### config.mk
export PLATFORM = sky130hd
export DESIGN_NAME = porseq_top
export DESIGN_NICKNAME = d
export VERILOG_FILES = /design/src/porseq_pkg.sv /design/src/porseq_sync_if.sv /design/src/porseq_pin_sync.sv /design/src/porseq_top.sv
export SDC_FILE = /design/constraint.sdc
export NUM_CORES = 1
export LEC_CHECK = 0
export ABC_AREA = 1
export BUFFER_PORTS_ARGS = -buffer_cell sky130_fd_sc_hd__buf_2
export CAP_MARGIN = 10
export CORE_UTILIZATION = 64
export DETAILED_ROUTE_END_ITERATION = 10
export PLACE_DENSITY = 0.83
export SYNTH_ARGS = -nofsm -noshare
export SYNTH_HDL_FRONTEND = slang
export SYNTH_SLANG_ARGS = --single-unit
### constraint.sdc
create_clock -name sys_clk -period 3.9 [get_ports sys_clk]
set_input_delay 0.78 -clock sys_clk [delete_from_list [all_inputs] [get_ports sys_clk]]
set_output_delay 0.78 -clock sys_clk [all_outputs]
set_load 0.02 [all_outputs]
### src/porseq_pkg.sv
// Constants shared by the power-on sequencer files
package porseq_pkg;
  // Internal oscillator rate
  localparam int CLK_MHZ = 100;
  // Longest configuration load time, largest density
  localparam int CONFIG_LOAD_TIME_US = 450;
  // Entry delay after the last late I/O bank is powered
  localparam int BANK_LATE_US = 2;
  // Least time the core supply must sit at the deep-reset level
  localparam int DEEP_RESET_MIN_US = 10;
  // Cycle counts derived from the rate; all are whole numbers at 100 MHz
  localparam int CONFIG_LOAD_CYC = CONFIG_LOAD_TIME_US * CLK_MHZ;
  localparam int BANK_LATE_CYC = BANK_LATE_US * CLK_MHZ;
  localparam int DEEP_RESET_CYC = DEEP_RESET_MIN_US * CLK_MHZ;
  // Counter width and defaults
  localparam int CNT_W = 24;
  localparam int NUM_BANKS = 4;
  localparam int NUM_IO = 16;
  localparam logic SYNC_RST = 1'b0;
  // Sequencer states
  typedef enum logic [2:0] {
    PS_POWER_DOWN,
    PS_LOADING,
    PS_WAIT_BANKS,
    PS_BANK_DELAY,
    PS_USER
  } porseq_state_t;
endpackage

### src/porseq_sync_if.sv
// Synchronised supply-good and option pin levels
`timescale 1ns/100ps
interface porseq_sync_if #(
  parameter int NB = 4
);
  logic coreStartOk;
  logic coreDeepLow;
  logic [NB-1:0] bankGood;
  logic clearPinN;
  logic oePin;
  modport sync (output coreStartOk, coreDeepLow, bankGood, clearPinN, oePin);
  modport seq (input coreStartOk, coreDeepLow, bankGood, clearPinN, oePin);
endinterface

### src/porseq_pin_sync.sv
// Two-flop synchroniser for supply monitors and option pins
`timescale 1ns/100ps
module porseq_pin_sync
  import porseq_pkg::*;
#(
  parameter int NB = 4
) (
  input wire logic sys_clk,
  input wire logic reset_n,
  input wire logic coreStartRaw,
  input wire logic coreDeepLowRaw,
  input wire logic [NB-1:0] bankGoodRaw,
  input wire logic clearPinRawN,
  input wire logic oePinRaw,
  porseq_sync_if.sync syncBus
);
  localparam int W = NB + 4;
  logic [W-1:0] meta_q;
  logic [W-1:0] stable_q;

  // First stage feeds only the second stage
  always_ff @(posedge sys_clk or negedge reset_n) begin
    if (!reset_n) begin
      meta_q <= {W{SYNC_RST}};
      stable_q <= {W{SYNC_RST}};
    end else begin
      meta_q <= {oePinRaw, clearPinRawN, bankGoodRaw, coreDeepLowRaw, coreStartRaw};
      stable_q <= meta_q;
    end
  end

  // Unpack the settled levels
  assign syncBus.coreStartOk = stable_q[0];
  assign syncBus.coreDeepLow = stable_q[1];
  assign syncBus.bankGood = stable_q[NB+1:2];
  assign syncBus.clearPinN = stable_q[NB+2];
  assign syncBus.oePin = stable_q[NB+3];
endmodule

### src/porseq_top.sv
// Power-on sequencer: configuration load, register clear and I/O release
`timescale 1ns/100ps
// Summary of operation
// - Any supply below threshold before user mode cuts every output driver.
// - Load starts when the core supply reaches the download start level.
// - Load plus user mode entry finishes within the sized load time.
// - Pins stay tri-stated with pull-ups before and during the load.
// - User mode waits until every I/O bank supply is good.
// - A late last bank gives user mode a fixed delay after it.
// - In user mode the pins go to user logic, pull-ups removed.
// - Supply monitors other than the deep core level are ignored once user mode is entered.
// - A brown-out sag in user mode raises nothing and recovers nothing.
// - A long deep core drop then rise restarts the load.
// - Registers are cleared and released before the tri-state release, unless the clear pin option is on.
// - With the clear option, clear holds until the clear pin goes high.
// - With the enable option, outputs stay off until the enable pin rises.
module porseq_top
  import porseq_pkg::*;
#(
  parameter int NB = NUM_BANKS,
  parameter int NIO = NUM_IO,
  parameter int CFG_CYC = CONFIG_LOAD_CYC
) (
  input wire logic sys_clk,
  input wire logic reset_n,
  input wire logic coreStartRaw,
  input wire logic coreDeepLowRaw,
  input wire logic [NB-1:0] bankGoodRaw,
  input wire logic global_clear_pin_n,
  input wire logic global_output_enable_pin,
  input wire logic optClearPinEn,
  input wire logic optOePinEn,
  input wire logic [NIO-1:0] userOe,
  output logic [NIO-1:0] pinOe,
  output logic supplyLowOutputCut,
  output logic ioForceTriState,
  output logic ioPullUpEn,
  output logic configLoadActive,
  output logic userRegClear,
  output logic userMode
);
  porseq_sync_if #(.NB(NB)) syncBus ();
  porseq_state_t state_q;
  porseq_state_t state_d;
  logic [CNT_W-1:0] loadCnt_q;
  logic [CNT_W-1:0] delayCnt_q;
  logic [CNT_W-1:0] deepCnt_q;
  logic clearRel_q;
  logic triRel_q;
  logic allBanks;
  logic deepHeld;
  logic loadDone;
  logic delayDone;

  porseq_pin_sync #(.NB(NB)) u_sync (
    .sys_clk(sys_clk),
    .reset_n(reset_n),
    .coreStartRaw(coreStartRaw),
    .coreDeepLowRaw(coreDeepLowRaw),
    .bankGoodRaw(bankGoodRaw),
    .clearPinRawN(global_clear_pin_n),
    .oePinRaw(global_output_enable_pin),
    .syncBus(syncBus.sync)
  );

  // Terminal count test shared by the counters
  function automatic logic cntAt(input logic [CNT_W-1:0] cnt, input int lim);
    cntAt = (cnt == CNT_W'(lim - 1));
  endfunction

  // Derived conditions
  assign allBanks = &syncBus.bankGood;
  assign loadDone = cntAt(loadCnt_q, CFG_CYC);
  assign delayDone = cntAt(delayCnt_q, BANK_LATE_CYC);
  assign deepHeld = syncBus.coreDeepLow && cntAt(deepCnt_q, DEEP_RESET_CYC);

  // Next state; a brown-out above the deep level is deliberately ignored in user mode, and returns to power-down before it
  always_comb begin
    state_d = state_q;
    unique case (state_q)
      PS_POWER_DOWN: begin
        if (syncBus.coreStartOk) begin
          state_d = PS_LOADING;
        end
      end
      PS_LOADING: begin
        if (!syncBus.coreStartOk) begin
          state_d = PS_POWER_DOWN;
        end else if (loadDone) begin
          state_d = allBanks ? PS_USER : PS_WAIT_BANKS;
        end
      end
      PS_WAIT_BANKS: begin
        if (!syncBus.coreStartOk) begin
          state_d = PS_POWER_DOWN;
        end else if (allBanks) begin
          state_d = PS_BANK_DELAY;
        end
      end
      PS_BANK_DELAY: begin
        if (!syncBus.coreStartOk) begin
          state_d = PS_POWER_DOWN;
        end else if (!allBanks) begin
          state_d = PS_WAIT_BANKS;
        end else if (delayDone) begin
          state_d = PS_USER;
        end
      end
      PS_USER: begin
        if (deepHeld) begin
          state_d = PS_POWER_DOWN;
        end
      end
    endcase
  end

  // State register
  always_ff @(posedge sys_clk or negedge reset_n) begin
    if (!reset_n) begin
      state_q <= PS_POWER_DOWN;
    end else begin
      state_q <= state_d;
    end
  end

  // Configuration load timer
  always_ff @(posedge sys_clk or negedge reset_n) begin
    if (!reset_n) begin
      loadCnt_q <= '0;
    end else if (state_q == PS_LOADING && !loadDone) begin
      loadCnt_q <= loadCnt_q + 1'b1;
    end else if (state_q != PS_LOADING) begin
      loadCnt_q <= '0;
    end
  end

  // Late bank entry delay timer
  always_ff @(posedge sys_clk or negedge reset_n) begin
    if (!reset_n) begin
      delayCnt_q <= '0;
    end else if (state_q == PS_BANK_DELAY && !delayDone) begin
      delayCnt_q <= delayCnt_q + 1'b1;
    end else if (state_q != PS_BANK_DELAY) begin
      delayCnt_q <= '0;
    end
  end

  // Deep-reset dwell timer, runs only in user mode
  always_ff @(posedge sys_clk or negedge reset_n) begin
    if (!reset_n) begin
      deepCnt_q <= '0;
    end else if (state_q == PS_USER && syncBus.coreDeepLow) begin
      if (!cntAt(deepCnt_q, DEEP_RESET_CYC)) begin
        deepCnt_q <= deepCnt_q + 1'b1;
      end
    end else begin
      deepCnt_q <= '0;
    end
  end

  // Register clear release, held by the clear pin when that option is on
  always_ff @(posedge sys_clk or negedge reset_n) begin
    if (!reset_n) begin
      clearRel_q <= 1'b0;
    end else begin
      clearRel_q <= (state_d == PS_USER) && (!optClearPinEn || syncBus.clearPinN);
    end
  end

  // Tri-state release follows the clear release unless the clear pin option is on
  always_ff @(posedge sys_clk or negedge reset_n) begin
    if (!reset_n) begin
      triRel_q <= 1'b0;
    end else begin
      triRel_q <= (state_d == PS_USER) && (clearRel_q || optClearPinEn)
        && (!optOePinEn || syncBus.oePin);
    end
  end

  // Status outputs
  always_ff @(posedge sys_clk or negedge reset_n) begin
    if (!reset_n) begin
      userMode <= 1'b0;
      configLoadActive <= 1'b0;
    end else begin
      userMode <= (state_d == PS_USER);
      configLoadActive <= (state_d == PS_LOADING);
    end
  end

  // Pin control; the supply cut reads raw levels so it acts without the clock
  assign supplyLowOutputCut = !userMode && (!coreStartRaw || !(&bankGoodRaw));
  assign ioForceTriState = !triRel_q;
  assign ioPullUpEn = !triRel_q;
  assign userRegClear = !clearRel_q;
  assign pinOe = userOe & {NIO{triRel_q && !supplyLowOutputCut}};
endmodule

* Yosys cells after proc, flatten, opt, wreduce, memory -nomap -nowiden
Cells that the tools add are included. Widths: inputs -> output; s select.
Word-level totals: flip-flop bits (word level) 95, latch bits 0, RAM bits 0, memory bits (read-only) 0, logic and storage cells 71, memories 0
Operators by class: add/subtract/negate cells 3, $mul 0, divide/modulo/power cells 0, $lt $le $gt $ge 0, eq/ne operators 12, shift-type cells 0, multiplexer cells 17, bitwise logic cells 1, reduce and logical (&&, ||, !) cells 28
Operators with widths (count):
- $mux 24 | 6
- $add 24x1->24 const B | 3
- $mux 3 | 10
- $eq 24x10->1 const B | 1
- $eq 24x16->1 const B | 1
- $eq 24x8->1 const B | 1
- $and 16x16->16 | 1
- $pmux 3 s5 | 1
- $logic_not 1->1 | 10
- $logic_and 1x1->1 | 9
- $reduce_and 4->1 | 2
- $eq 3x1->1 const B | 2
- $eq 3x2->1 const B | 2
- $eq 3x3->1 const B | 2
- $logic_or 1x1->1 | 4
- $reduce_bool 2->1 | 2
- $logic_not 3->1 | 1
- $ne 3x1->1 const B | 1
- $ne 3x2->1 const B | 1
- $ne 2x2->1 const B | 1

* Depth between registers and ports, before layout
Gate-level depths: netlist of the first run.
depth after elaboration 8, gate-level depth with buffers 13, depth with buffers taken out 13

* Hierarchy
From an unflattened synthesis of the first run, not the netlist that was laid out.
Unflattened totals: cell total of the unflattened synthesis 636, area, all modules 5027.3 um^2
By module, submodules not included:
- porseq_top | instances 1, cells each 620, area an instance 4626.9 um^2, seq. area each 1976.9 um^2
- porseq_pin_sync | instances 1, cells each 16, area an instance 400.4 um^2, seq. area each 400.4 um^2

* Least setup slack after synthesis of the first run
No wires, ideal clock.
kind input -> output, from input coreStartRaw, to output pinOe[10], arrival time 1.655 ns, data required time 3.120 ns, setup slack 1.465 ns, cell stages on the path 5, path through nand3_1 nor2_1 o21ai_1 clkbuf_1 nor2_1
Between the ends: cells in the longest elaborated chain, start to end 6
Ends and longest elaborated chain:
- start, declared | RTL line porseq_top.sv:26 | input wire logic coreStartRaw,
- $logic_not 1->1 | RTL line porseq_top.sv:192 | assign supplyLowOutputCut = !userMode && (!coreStartRaw || !(&bankGoodRaw));
- $logic_or 1x1->1 | RTL line porseq_top.sv:192
- $logic_and 1x1->1 | RTL line porseq_top.sv:192
- $logic_not 1->1 | RTL line porseq_top.sv:196 | assign pinOe = userOe & {NIO{triRel_q && !supplyLowOutputCut}};
- $logic_and 1x1->1 | RTL line porseq_top.sv:196
- $and 16x16->16 | RTL line porseq_top.sv:196
- end, declared | RTL line porseq_top.sv:34 | output logic [NIO-1:0] pinOe,
Every way passes these cells.

* Final worst setup path of the first run
from input bankGoodRaw[2], to output pinOe[5]
Between the ends: cells in the longest elaborated chain, start to end 7
Ends and longest elaborated chain:
- start, declared | RTL line porseq_top.sv:28 | input wire logic [NB-1:0] bankGoodRaw,
- $reduce_and 4->1 | RTL line porseq_top.sv:192
- $logic_not 1->1 | RTL line porseq_top.sv:192
- $logic_or 1x1->1 | RTL line porseq_top.sv:192
- $logic_and 1x1->1 | RTL line porseq_top.sv:192
- $logic_not 1->1 | RTL line porseq_top.sv:196
- $logic_and 1x1->1 | RTL line porseq_top.sv:196
- $and 16x16->16 | RTL line porseq_top.sv:196
Every way passes these cells.

==> reports/metrics.yaml, run 1 <==
r2r_slack_ns: 1.93
cpPeakStageDelay_ns: 0.75
rr_startpoint: "deepCnt_q[0]"
total_power_mw: 2.021
stdcell_area_sq_mm: 0.005679
ys_types: 43
max_cap_viol_count: 0
hold_start: "u_sync.meta_q[2]"
synth_top_area_share: 0.4586
power_frac_comb: 0.199
synth_nets: 708
post-route-period-util: 0.7310
cp-start-kind: "primary input"
area_growth_pct: 9.558
yosys.area_share.adder: 0.007241
diodes: 0
yosysWarnings: 0
r2r_cells: 9
synth_xor_area_frac: 0.01690
critical_path.top_delay_family: "compound AO/OA/AOI/OAI gates"
min_period_ns: 2.851
synth-edff-count: 0
pre_cts_ws_ns: 1.067
place_area_sq_mm: 0.005528
ios: 50
start_util: 0.6674
viasPerCell: 5.608
htreeDepth: 3
hold_slack_ns: 0.3554
cpMaxStageDelayCell: "o21ai_1"
setup_viol: 0
place_hpwl_mm: 8.143
yosysSeqAreaShare: 0.4586
cp_max_fo: 16
critPathRequiredTime_ns: 3.12
post-route-util: 0.7312
post_layout_nonfiller_instances: 835
cts-resized-gates: 0
dp_cells: 822
p_clk_frac: 0.270
clock_path_buffers: 2
fmax_mhz: 350.8
die_x_um: 92.00
coreArea_sq_mm: 0.007767
grt_usage: 0.2773
whs_path_depth: 0
rsz0062_at_grt: "false"
synth_compound_area_frac: 0.09776
critPathCaptureType: "output port"
ys_ff_latch: 95
yosys.area.top_type: "dfrtp_1"
antenna_found_initial: 0
grt_first_pass_wirelength_mm: 19.00
io_buffers: 49
cts.clk_slew.worst_paths_ns: 0.08
cts_tree: "done"
synth_top_family_by_area: "simple AND/OR/NAND/NOR gates"
status: "finished clean"
hold_end: "u_sync.stable_q[2]"
postSynth.asyncResetShare: 1.000
crit_buf_inv: 2
firstDrtPassIters: 5
synth_simple_gate_area_frac: 0.3312
layout_common_cells: "124 x nand2_1, 109 x nor2_1, 101 x inv_1, 95 x dfrtp_1, 50 x nand3_1"
drc: 0
nNetsFinal: 762
layout_setup_ws_ns: 1.049
crit_chain: "buf_2, nand3_1, nor2_1, o21ai_1, nor2_1, buf_2"
routed_wire_length_per_instance_um: 13.12
cts_setup_buffers: 0
power.switching_uw: 632.1
ant_nets: 0
synth_area_leaders: "dfrtp_1 46%, nand2_1 9.0%, nor2_1 7.9%"
arrival_ns: 2.07
wirelength_mm: 10.95
n_fill_cell: 609
fp-row-count: 32
synth.area.mux_share: 0.001931
setup_tns_ns: 0
hold_viol: 0
syn_area_sq_mm: 0.005184
ir_drop_mv: 0.2691
gp_congestion: 0.9036
p_leak_nw: 2.793
min_path_type: "flop to flop"
dieArea_sq_mm: 0.008463
die_h_um: 92.00
slew_headroom: 0.3456
grt_pass1_vias: 4415
via_count: 4683
clock_skew_ns: 0.008591
cts_buffers: 9
hold_buffers: 0
p_int_mw: 1.389
p_seq_frac: 0.531
clkLatencyLatePin_ns: 0.35
overflow: 0
worst_pin_slew_ns: 0.9751
critPathKind: "primary input to output port"
netlist_instances: 677
drt_iter0_markers: 337
grt_max_degree: 41
slew_violations: 0
switching_share: 0.3127
powerDensity_mw_per_mm2: 355.9
clock_sinks: 95
drive_gt1_frac: 0.1473
layout_commonest_cell: "nand2_1"
synth_top_flop_cell: "dfrtp_1"
cts_root_buf: "clkbuf_8"
rr_endpoint: "deepCnt_q[0]"
syn_avg_cell_area_sq_um: 7.657
-- worst max-delay path by stage --
| stage | start | slack, ns | endpoint | depth (start not counted) |
|---|---|---|---|---|
| after floorplan | coreStartRaw | 1.46 | pinOe[10] | 5 |
| after global placement | bankGoodRaw[2] | 1.21 | pinOe[4] | 6 |
| after detailed placement | bankGoodRaw[2] | 1.07 | pinOe[5] | 6 |
| after CTS | bankGoodRaw[2] | 1.06 | pinOe[5] | 6 |
| after global routing | bankGoodRaw[2] | 0.87 | pinOe[5] | 6 |
| final | bankGoodRaw[2] | 1.05 | pinOe[5] | 6 |
-- power by group through the flow --
stage	logic, mW	registers, mW	clock network [mW]
after detailed placement	0.401	1.09	0
after floorplan	0.286	1.08	0
after global routing	0.457	1.08	0.602
final	0.402	1.07	0.545
after CTS	0.403	1.07	0.555
after global placement	0.392	1.09	0
-- cell families after synthesis --
| family | Yosys count |
|---|---|
| compound gates | 88 |
| simple gates | 366 |
| buf+inv | 114 |
| fa+ha+maj | 3 |
| mux | 1 |
| flops | 95 |
| xor+xnor | 10 |
-- metal layers --
| layer | share of wire | vias up | track usage |
|---|---|---|---|
| met4 | 0.013 | 0 | 0.08854 |
| met3 | 0.043 | 18 | 0.03897 |
| li1 | - | 2304 | - |
| met2 | 0.48 | 123 | 0.4608 |
| met5 | 0 | - | 0 |
| met1 | 0.46 | 2238 | 0.3776 |
-- cells in the mapped netlist, types with 4 or more instances --
cell	count
nand3_2	5
xor2_1	7
nor3_1	20
inv_1	101
nor2_2	15
o21ai_0	29
nand2_2	6
nand3_1	50
nor2_1	109
a31oi_1	9
nand4_1	20
buf_2	4
dfrtp_1	95
a21oi_1	33
inv_2	4
nand2_1	124
-- state kept, by name, summed over array words and instances (netlist names) --
signal	flops
u_sync.meta_q	8
triRel_q	1
u_sync.stable_q	8
state_q	3
clearRel_q	1
userMode	1
configLoadActive	1
loadCnt_q	24
deepCnt_q	24
delayCnt_q	24
-- worst register-to-register path: stages (launching register included) --
cell     delay, ns
dfrtp_1       0.40
ha_1          0.30
inv_1         0.14
nor2_1        0.10
nand2_1       0.05
nor2_1        0.13
nand4_1       0.20
or2_1         0.37
nand3_1       0.12
o21ai_2       0.05
-- layout make-up --
class	count	area [sq um]	share of cell area
well taps	102	127.6	0.02247
inverters	105	394.1	0.06940
flip-flops and latches	95	2377	0.4186
clock buffers	11	141.4	0.02490
repair buffers	52	270.3	0.04759
clock inverters	2	10.01	0.001763
multi-input cells	468	2359	0.4153
Power figures use the tool's default switching activity.
==> run 2, diff against run 1 <==
ABC_AREA = 0   (was 1)
CORE_UTILIZATION = 58   (was 64)
PLACE_DENSITY = 0.77   (was 0.83)
clock period = 2.9 ns   (was 3.9 ns; I/O delays follow)
==> run 2 against run 1 <==
Against the previous run:
- combinational power down 42%
- cell count decreased by 26%
- critical path depth did not move
- clock power increased by 58%
==> reports/metrics.yaml, run 2 <==
wl_met2_mm: 4.241  # -19%
hold_viol: 0  # unchanged
synth_compound_area_frac: 0.04623  # -0.05153
min_period_ns: 2.397
post-route-period-util: 0.8265
yosys.area_share.adder: 0.008255  # +0.001014
min_path_type: "primary input to asynchronous set/reset pin"
fp-row-count: 31  # -3.1%
cp_max_fo: 16  # unchanged
wirelength_mm: 8.690  # -21%
htreeDepth: 3  # unchanged
antenna_found_initial: 0  # unchanged
grt_pass1_vias: 3445  # -22%
drt_iter0_markers: 143  # -58%
yosysWarnings: 0  # unchanged
pre_cts_ws_ns: 0.5012  # -0.5653 ns
ir_drop_mv: 0.2936  # +9.1%
synth_nets: 494  # -30%
multi_input_area_sq_mm: 0.002083  # -12%
layout_common_cells: "95 x dfrtp_1, 77 x nor2_1, 48 x buf_2, 47 x xor2_1, 30 x nand2_1"
synth_common_cells: "95 x dfrtp_1, 77 x nor2_1, 47 x xor2_1"
critPathCaptureType: "output port"
max_cap_viol_count: 0  # unchanged
cts_buffers: 9  # unchanged
io_buffers: 49  # unchanged
synth-edff-count: 0  # unchanged
p_leak_nw: 2.277  # -18%
synth_top_family_by_area: "simple AND/OR/NAND/NOR gates"
worst_pin_slew_ns: 0.8227  # -0.1523 ns
viasPerCell: 5.652  # +0.77%
n_fill_cell: 573  # -5.9%
cts_setup_buffers: 0  # unchanged
start_util: 0.6137  # -0.05362
clock_path_buffers: 2  # unchanged
fmax_mhz: 417.2
postSynth.asyncResetShare: 1.000  # unchanged
post_layout_nonfiller_instances: 620  # -26%
drive_gt1_frac: 0.1574  # +0.01005
die_x_um: 90.54  # -1.6%
ys_types: 41  # -4.7%
powerDensity_mw_per_mm2: 488.8  # +37%
top_regs: "deepCnt_q (24), delayCnt_q (24), loadCnt_q (24)"
place_hpwl_mm: 6.301  # -23%
synth_area_leaders: "dfrtp_1 52%, xor2_1 9.1%, nor2_1 6.4%"
firstDrtPassIters: 4  # -1
rr_endpoint: "state_q[0]"
rsz0062_at_grt: "false"
die_h_um: 90.54  # -1.6%
synth_top_flop_cell: "dfrtp_1"
rr_startpoint: "loadCnt_q[14]"
yosys.area.top_type: "dfrtp_1"
ios: 50  # unchanged
met3WireLength_um: 357  # -24%
diodes: 0  # unchanged
clock_skew_ns: 0.008975  # +0.0003839 ns
clock_sinks: 95  # unchanged
total_power_mw: 2.500  # +24%
layout_setup_ws_ns: 0.5031  # -0.5460 ns
coreArea_sq_mm: 0.007408  # -4.6%
r2r_slack_ns: 0.73  # -1.20 ns
top_layer_used: "met4"
layout_commonest_cell: "dfrtp_1"
grt_first_pass_wirelength_mm: 15.53  # -18%
yosysSeqAreaShare: 0.5228  # +0.06423
ys_ff_latch: 95  # unchanged
cts_root_buf: "clkbuf_8"
synth_xor_area_frac: 0.1117  # +0.09483
gp_congestion: 0.8722  # -3.5%
routed_wire_length_per_instance_um: 14.02  # +6.9%
setup_tns_ns: 0  # unchanged
met1_length_mm: 3.987  # -21%
status: "finished clean"
cts.clk_slew.worst_paths_ns: 0.09  # about the same
critPathKind: "primary input to output port"
cts-resized-gates: 0  # unchanged
synth.area.mux_share: 0.006604  # +0.004673
r2r_cells: 5  # -4
grt_max_degree: 31  # -24%
clkLatencyLatePin_ns: 0.35  # about the same
setup_viol: 0  # unchanged
synth_simple_gate_area_frac: 0.2854  # -0.04580
critPathRequiredTime_ns: 2.32  # -0.80 ns
area_growth_pct: 12.49
overflow: 0  # unchanged
nNetsFinal: 548  # -28%
synth_most_common_cell: "dfrtp_1"
drc: 0  # unchanged
dieArea_sq_mm: 0.008197  # -3.1%
seq_area_sq_mm: 0.002377  # unchanged
hold_buffers: 0  # unchanged
netlist_instances: 463  # -32%
cts_tree: "done"
arrival_ns: 1.82  # -0.25 ns
syn_area_sq_mm: 0.004547  # -12%
slew_violations: 0  # unchanged
synth_top_area_share: 0.5228  # +0.06423
cp-start-kind: "primary input"
slew_headroom: 0.4473  # +0.1017
syn_avg_cell_area_sq_um: 9.820  # +28%
dp_cells: 605  # -26%
ant_nets: 0  # unchanged
grt_usage: 0.2323  # -0.04501
via_count: 3504  # -25%
[run 2: changes by cell type in the layout (fill, tap and decap cells not counted), moves of 14 or more]
| cell | previous run | this run |
|---|---|---|
| and2_1 | 0 | 19 |
| nor2_1 | 109 | 77 |
| xor2_1 | 7 | 47 |
| nand3_1 | 50 | 27 |
| inv_1 | 101 | 8 |
| nor2_2 | 15 | 1 |
| nand2_1 | 124 | 30 |
| a21oi_1 | 33 | 15 |
| o21ai_0 | 29 | 9 |
[run 2: worst max-delay path: stages]
cell and delay [ns]:
buf_2 0.10, and3_1 0.14, a31oi_1 0.09, nor2_1 0.52
and2_1 0.22, buf_2 0.16
[run 2: final cells by class]
class                   count  area share
flip-flops and latches     95      0.4648
inverters                   8    0.005871
multi-input cells         346      0.4073
repair buffers             57     0.06018
well taps                  99     0.02422
clock buffers               9     0.02422
clock inverters             6     0.01345
[run 2: cell families after synthesis]
| group | Yosys count |
|---|---|
| xor+xnor | 58 |
| flops | 95 |
| buf+inv | 22 |
| fa+ha+maj | 3 |
| mux | 3 |
| simple gates | 246 |
| compound gates | 36 |
[run 2: worst max path at each step]
stage	startpoint	endpoint	slack, ns	cells past startpoint
final	bankGoodRaw[0]	pinOe[3]	0.50	6
after global routing	bankGoodRaw[0]	pinOe[0]	0.36	6
after CTS	bankGoodRaw[0]	pinOe[3]	0.50	6
after detailed placement	bankGoodRaw[0]	pinOe[3]	0.50	6
after global placement	bankGoodRaw[0]	pinOe[13]	0.62	6
after floorplan	bankGoodRaw[3]	pinOe[10]	0.57	5
[run 2: per-stage QoR]
| step | hold WS (ns) | util | area, sq um |
|---|---|---|---|
| after CTS | 0.1411 | 0.6904 | 5115 |
| after global placement | 0.3317 | 0.6644 | 4922 |
| final | 0.1409 | 0.6904 | 5115 |
| after floorplan | 0.2844 | - | 4547 |
| after global routing | 0.1542 | 0.6904 | 5115 |
| after detailed placement | 0.3355 | 0.6644 | 4922 |
[run 2: power by group]
part           total (mW)  internal [mW]  switching, mW  leakage (nW)
sequential           1.41           1.37         0.0424          1.28
clock               0.859          0.402          0.457        0.0965
combinational       0.232         0.0806          0.151         0.898
[run 2: metal layers]
layer | vias to the layer above | global-route usage
met5 | - | 0
met4 | 0 | 0.06989
met3 | 9 | 0.04714
met2 | 94 | 0.3838
met1 | 1689 | 0.3096
li1 | 1712 | -
==> run 3, diff against run 2 <==
clock period = 2.5 ns   (was 2.9 ns; I/O delays follow)
==> run 3 against run 2 <==
Against the previous run:
- worst setup slack worse by 0.23 ns
- hold slack worse by 0.024 ns
- wire length is 3.8% higher
- sequential cell count stayed put
- highest routed layer unchanged
==> reports/metrics.yaml, run 3 (synthesized netlist as in run 2, its figures left out) <==
antenna_found_initial: 0  # unchanged
n_fill_cell: 553  # -3.5%
grt_first_pass_wirelength_mm: 15.51  # about the same
ios: 50  # unchanged
critPathCaptureType: "output port"
gp_congestion: 0.8626  # -1.1%
cts-resized-gates: 0  # unchanged
cp-start-kind: "primary input"
powerDensity_mw_per_mm2: 589.5  # +21%
ant_nets: 0  # unchanged
diodes: 0  # unchanged
cp_max_fo: 16  # unchanged
critPathRequiredTime_ns: 2.00  # -0.32 ns
coreArea_sq_mm: 0.007408  # unchanged
fmax_mhz: 450.0
arrival_ns: 1.72  # -0.10 ns
r2r_cells: 5  # unchanged
worstSetupEndpoint: "pinOe[7]"
clock_skew_ns: 0.01232  # +0.003346 ns
fp-row-count: 31  # unchanged
cts_setup_buffers: 0  # unchanged
crit_path_start: "bankGoodRaw[3]"
grt_max_degree: 44  # +42%
drc: 0  # unchanged
status: "finished clean"
post-route-util: 0.6980  # +0.007600
nNetsFinal: 549  # +0.18%
die_h_um: 90.54  # unchanged
start_util: 0.6137  # unchanged
min_period_ns: 2.222
setup_viol: 0  # unchanged
cts_tree: "done"
post-route-period-util: 0.8889
slew_headroom: 0.4913  # +0.04403
layout_commonest_cell: "dfrtp_1"
clkLatencyLatePin_ns: 0.36  # about the same
hold_buffers: 0  # unchanged
met2_usage: 0.3826  # -0.001263
min_path_type: "primary input to asynchronous set/reset pin"
clock_path_buffers: 2  # unchanged
overflow: 0  # unchanged
grtUsageMet1: 0.3124  # +0.002789
viasPerCell: 5.704  # +0.93%
area_growth_pct: 13.73
busiest_layer: "met2"
firstDrtPassIters: 7  # +3
critPathKind: "primary input to output port"
htreeDepth: 3  # unchanged
io_buffers: 49  # unchanged
ir_drop_mv: 0.4377  # +49%
rr_endpoint: "state_q[0]"
grt_pass1_vias: 3467  # +0.64%
die_x_um: 90.54  # unchanged
wirelength_mm: 9.017  # +3.8%
p_leak_nw: 2.297  # +0.85%
drt_iter0_markers: 216  # +51%
cts.clk_slew.worst_paths_ns: 0.09  # about the same
setup_tns_ns: 0  # unchanged
via_count: 3548  # +1.3%
hold_viol: 0  # unchanged
max_cap_viol_count: 0  # unchanged
rsz0062_at_grt: "false"
drive_gt1_frac: 0.1606  # +0.003222
r2r_slack_ns: 0.38  # -0.35 ns
place_hpwl_mm: 6.284  # -0.27%
slew_violations: 0  # unchanged
dieArea_sq_mm: 0.008197  # unchanged
grt_usage: 0.2346  # +0.002334
rr_startpoint: "loadCnt_q[12]"
cts_buffers: 9  # unchanged
top_regs: "deepCnt_q (24), delayCnt_q (24), loadCnt_q (24)"
cts_root_buf: "clkbuf_8"
worst_pin_slew_ns: 0.7612  # -0.06156 ns
clock_sinks: 95  # unchanged
routed_wire_length_per_instance_um: 14.50  # +3.4%
grtUsageMet3: 0.03704  # -0.01010
layout_common_cells: "95 x dfrtp_1, 77 x nor2_1, 48 x buf_2, 47 x xor2_1, 30 x nand2_1"
[run 3: per-layer routing]
layer | vias to the layer above | share of wire
met5 | - | 0
met4 | 0 | 0.022
met3 | 19 | 0.040
met2 | 115 | 0.47
met1 | 1703 | 0.47
li1 | 1711 | -
[run 3: area by class of cell]
type | count | area, sq um | area share
Inverter | 8 | 30.03 | 0.005807
Timing Repair Buffer | 58 | 327.8 | 0.06339
Sequential cell | 95 | 2377 | 0.4597
Tap cell | 99 | 123.9 | 0.02395
Clock inverter | 6 | 91.34 | 0.01766
Clock buffer | 10 | 137.6 | 0.02662
Multi-Input combinational cell | 346 | 2083 | 0.4029
[run 3: stage by stage]
stage | cells | hold slack (ns) | worst slack [ns] | instance area, sq um | power, mW
after global routing | 622 | 0.1529 | 0.09057 | 5171 | 3.184
after CTS | 622 | 0.1310 | 0.2453 | 5171 | 3.073
final | 622 | 0.1167 | 0.2778 | 5171 | 3.049
after global placement | 606 | 0.3329 | 0.3810 | 4942 | 1.934
after detailed placement | 606 | 0.3347 | 0.2521 | 4942 | 1.943
after floorplan | 463 | 0.2044 | 0.3306 | 4547 | 1.832
[run 3: where the power goes]
group	switching, mW	leakage (nW)	internal [mW]
Clock	0.546	0.105	0.594
Sequential	0.0549	1.28	1.59
Combinational	0.173	0.909	0.0949
[run 3: worst min path at each step]
stage                                start                 end  slack (ns)  depth (start not counted)
after CTS                          reset_n      delayCnt_q[20]        0.13                          1
final                              reset_n      delayCnt_q[19]        0.12                          1
after global routing               reset_n      delayCnt_q[20]        0.15                          1
after floorplan                    reset_n          clearRel_q        0.20                          0
after detailed placement  u_sync.meta_q[0]  u_sync.stable_q[0]        0.33                          0
after global placement    u_sync.meta_q[3]  u_sync.stable_q[3]        0.33                          0
[run 3: critical path: stages]
cell     delay [ns]
buf_2          0.09
and3_1         0.15
a31oi_1        0.09
nor2_1         0.51
and2_1         0.22
buf_2          0.16
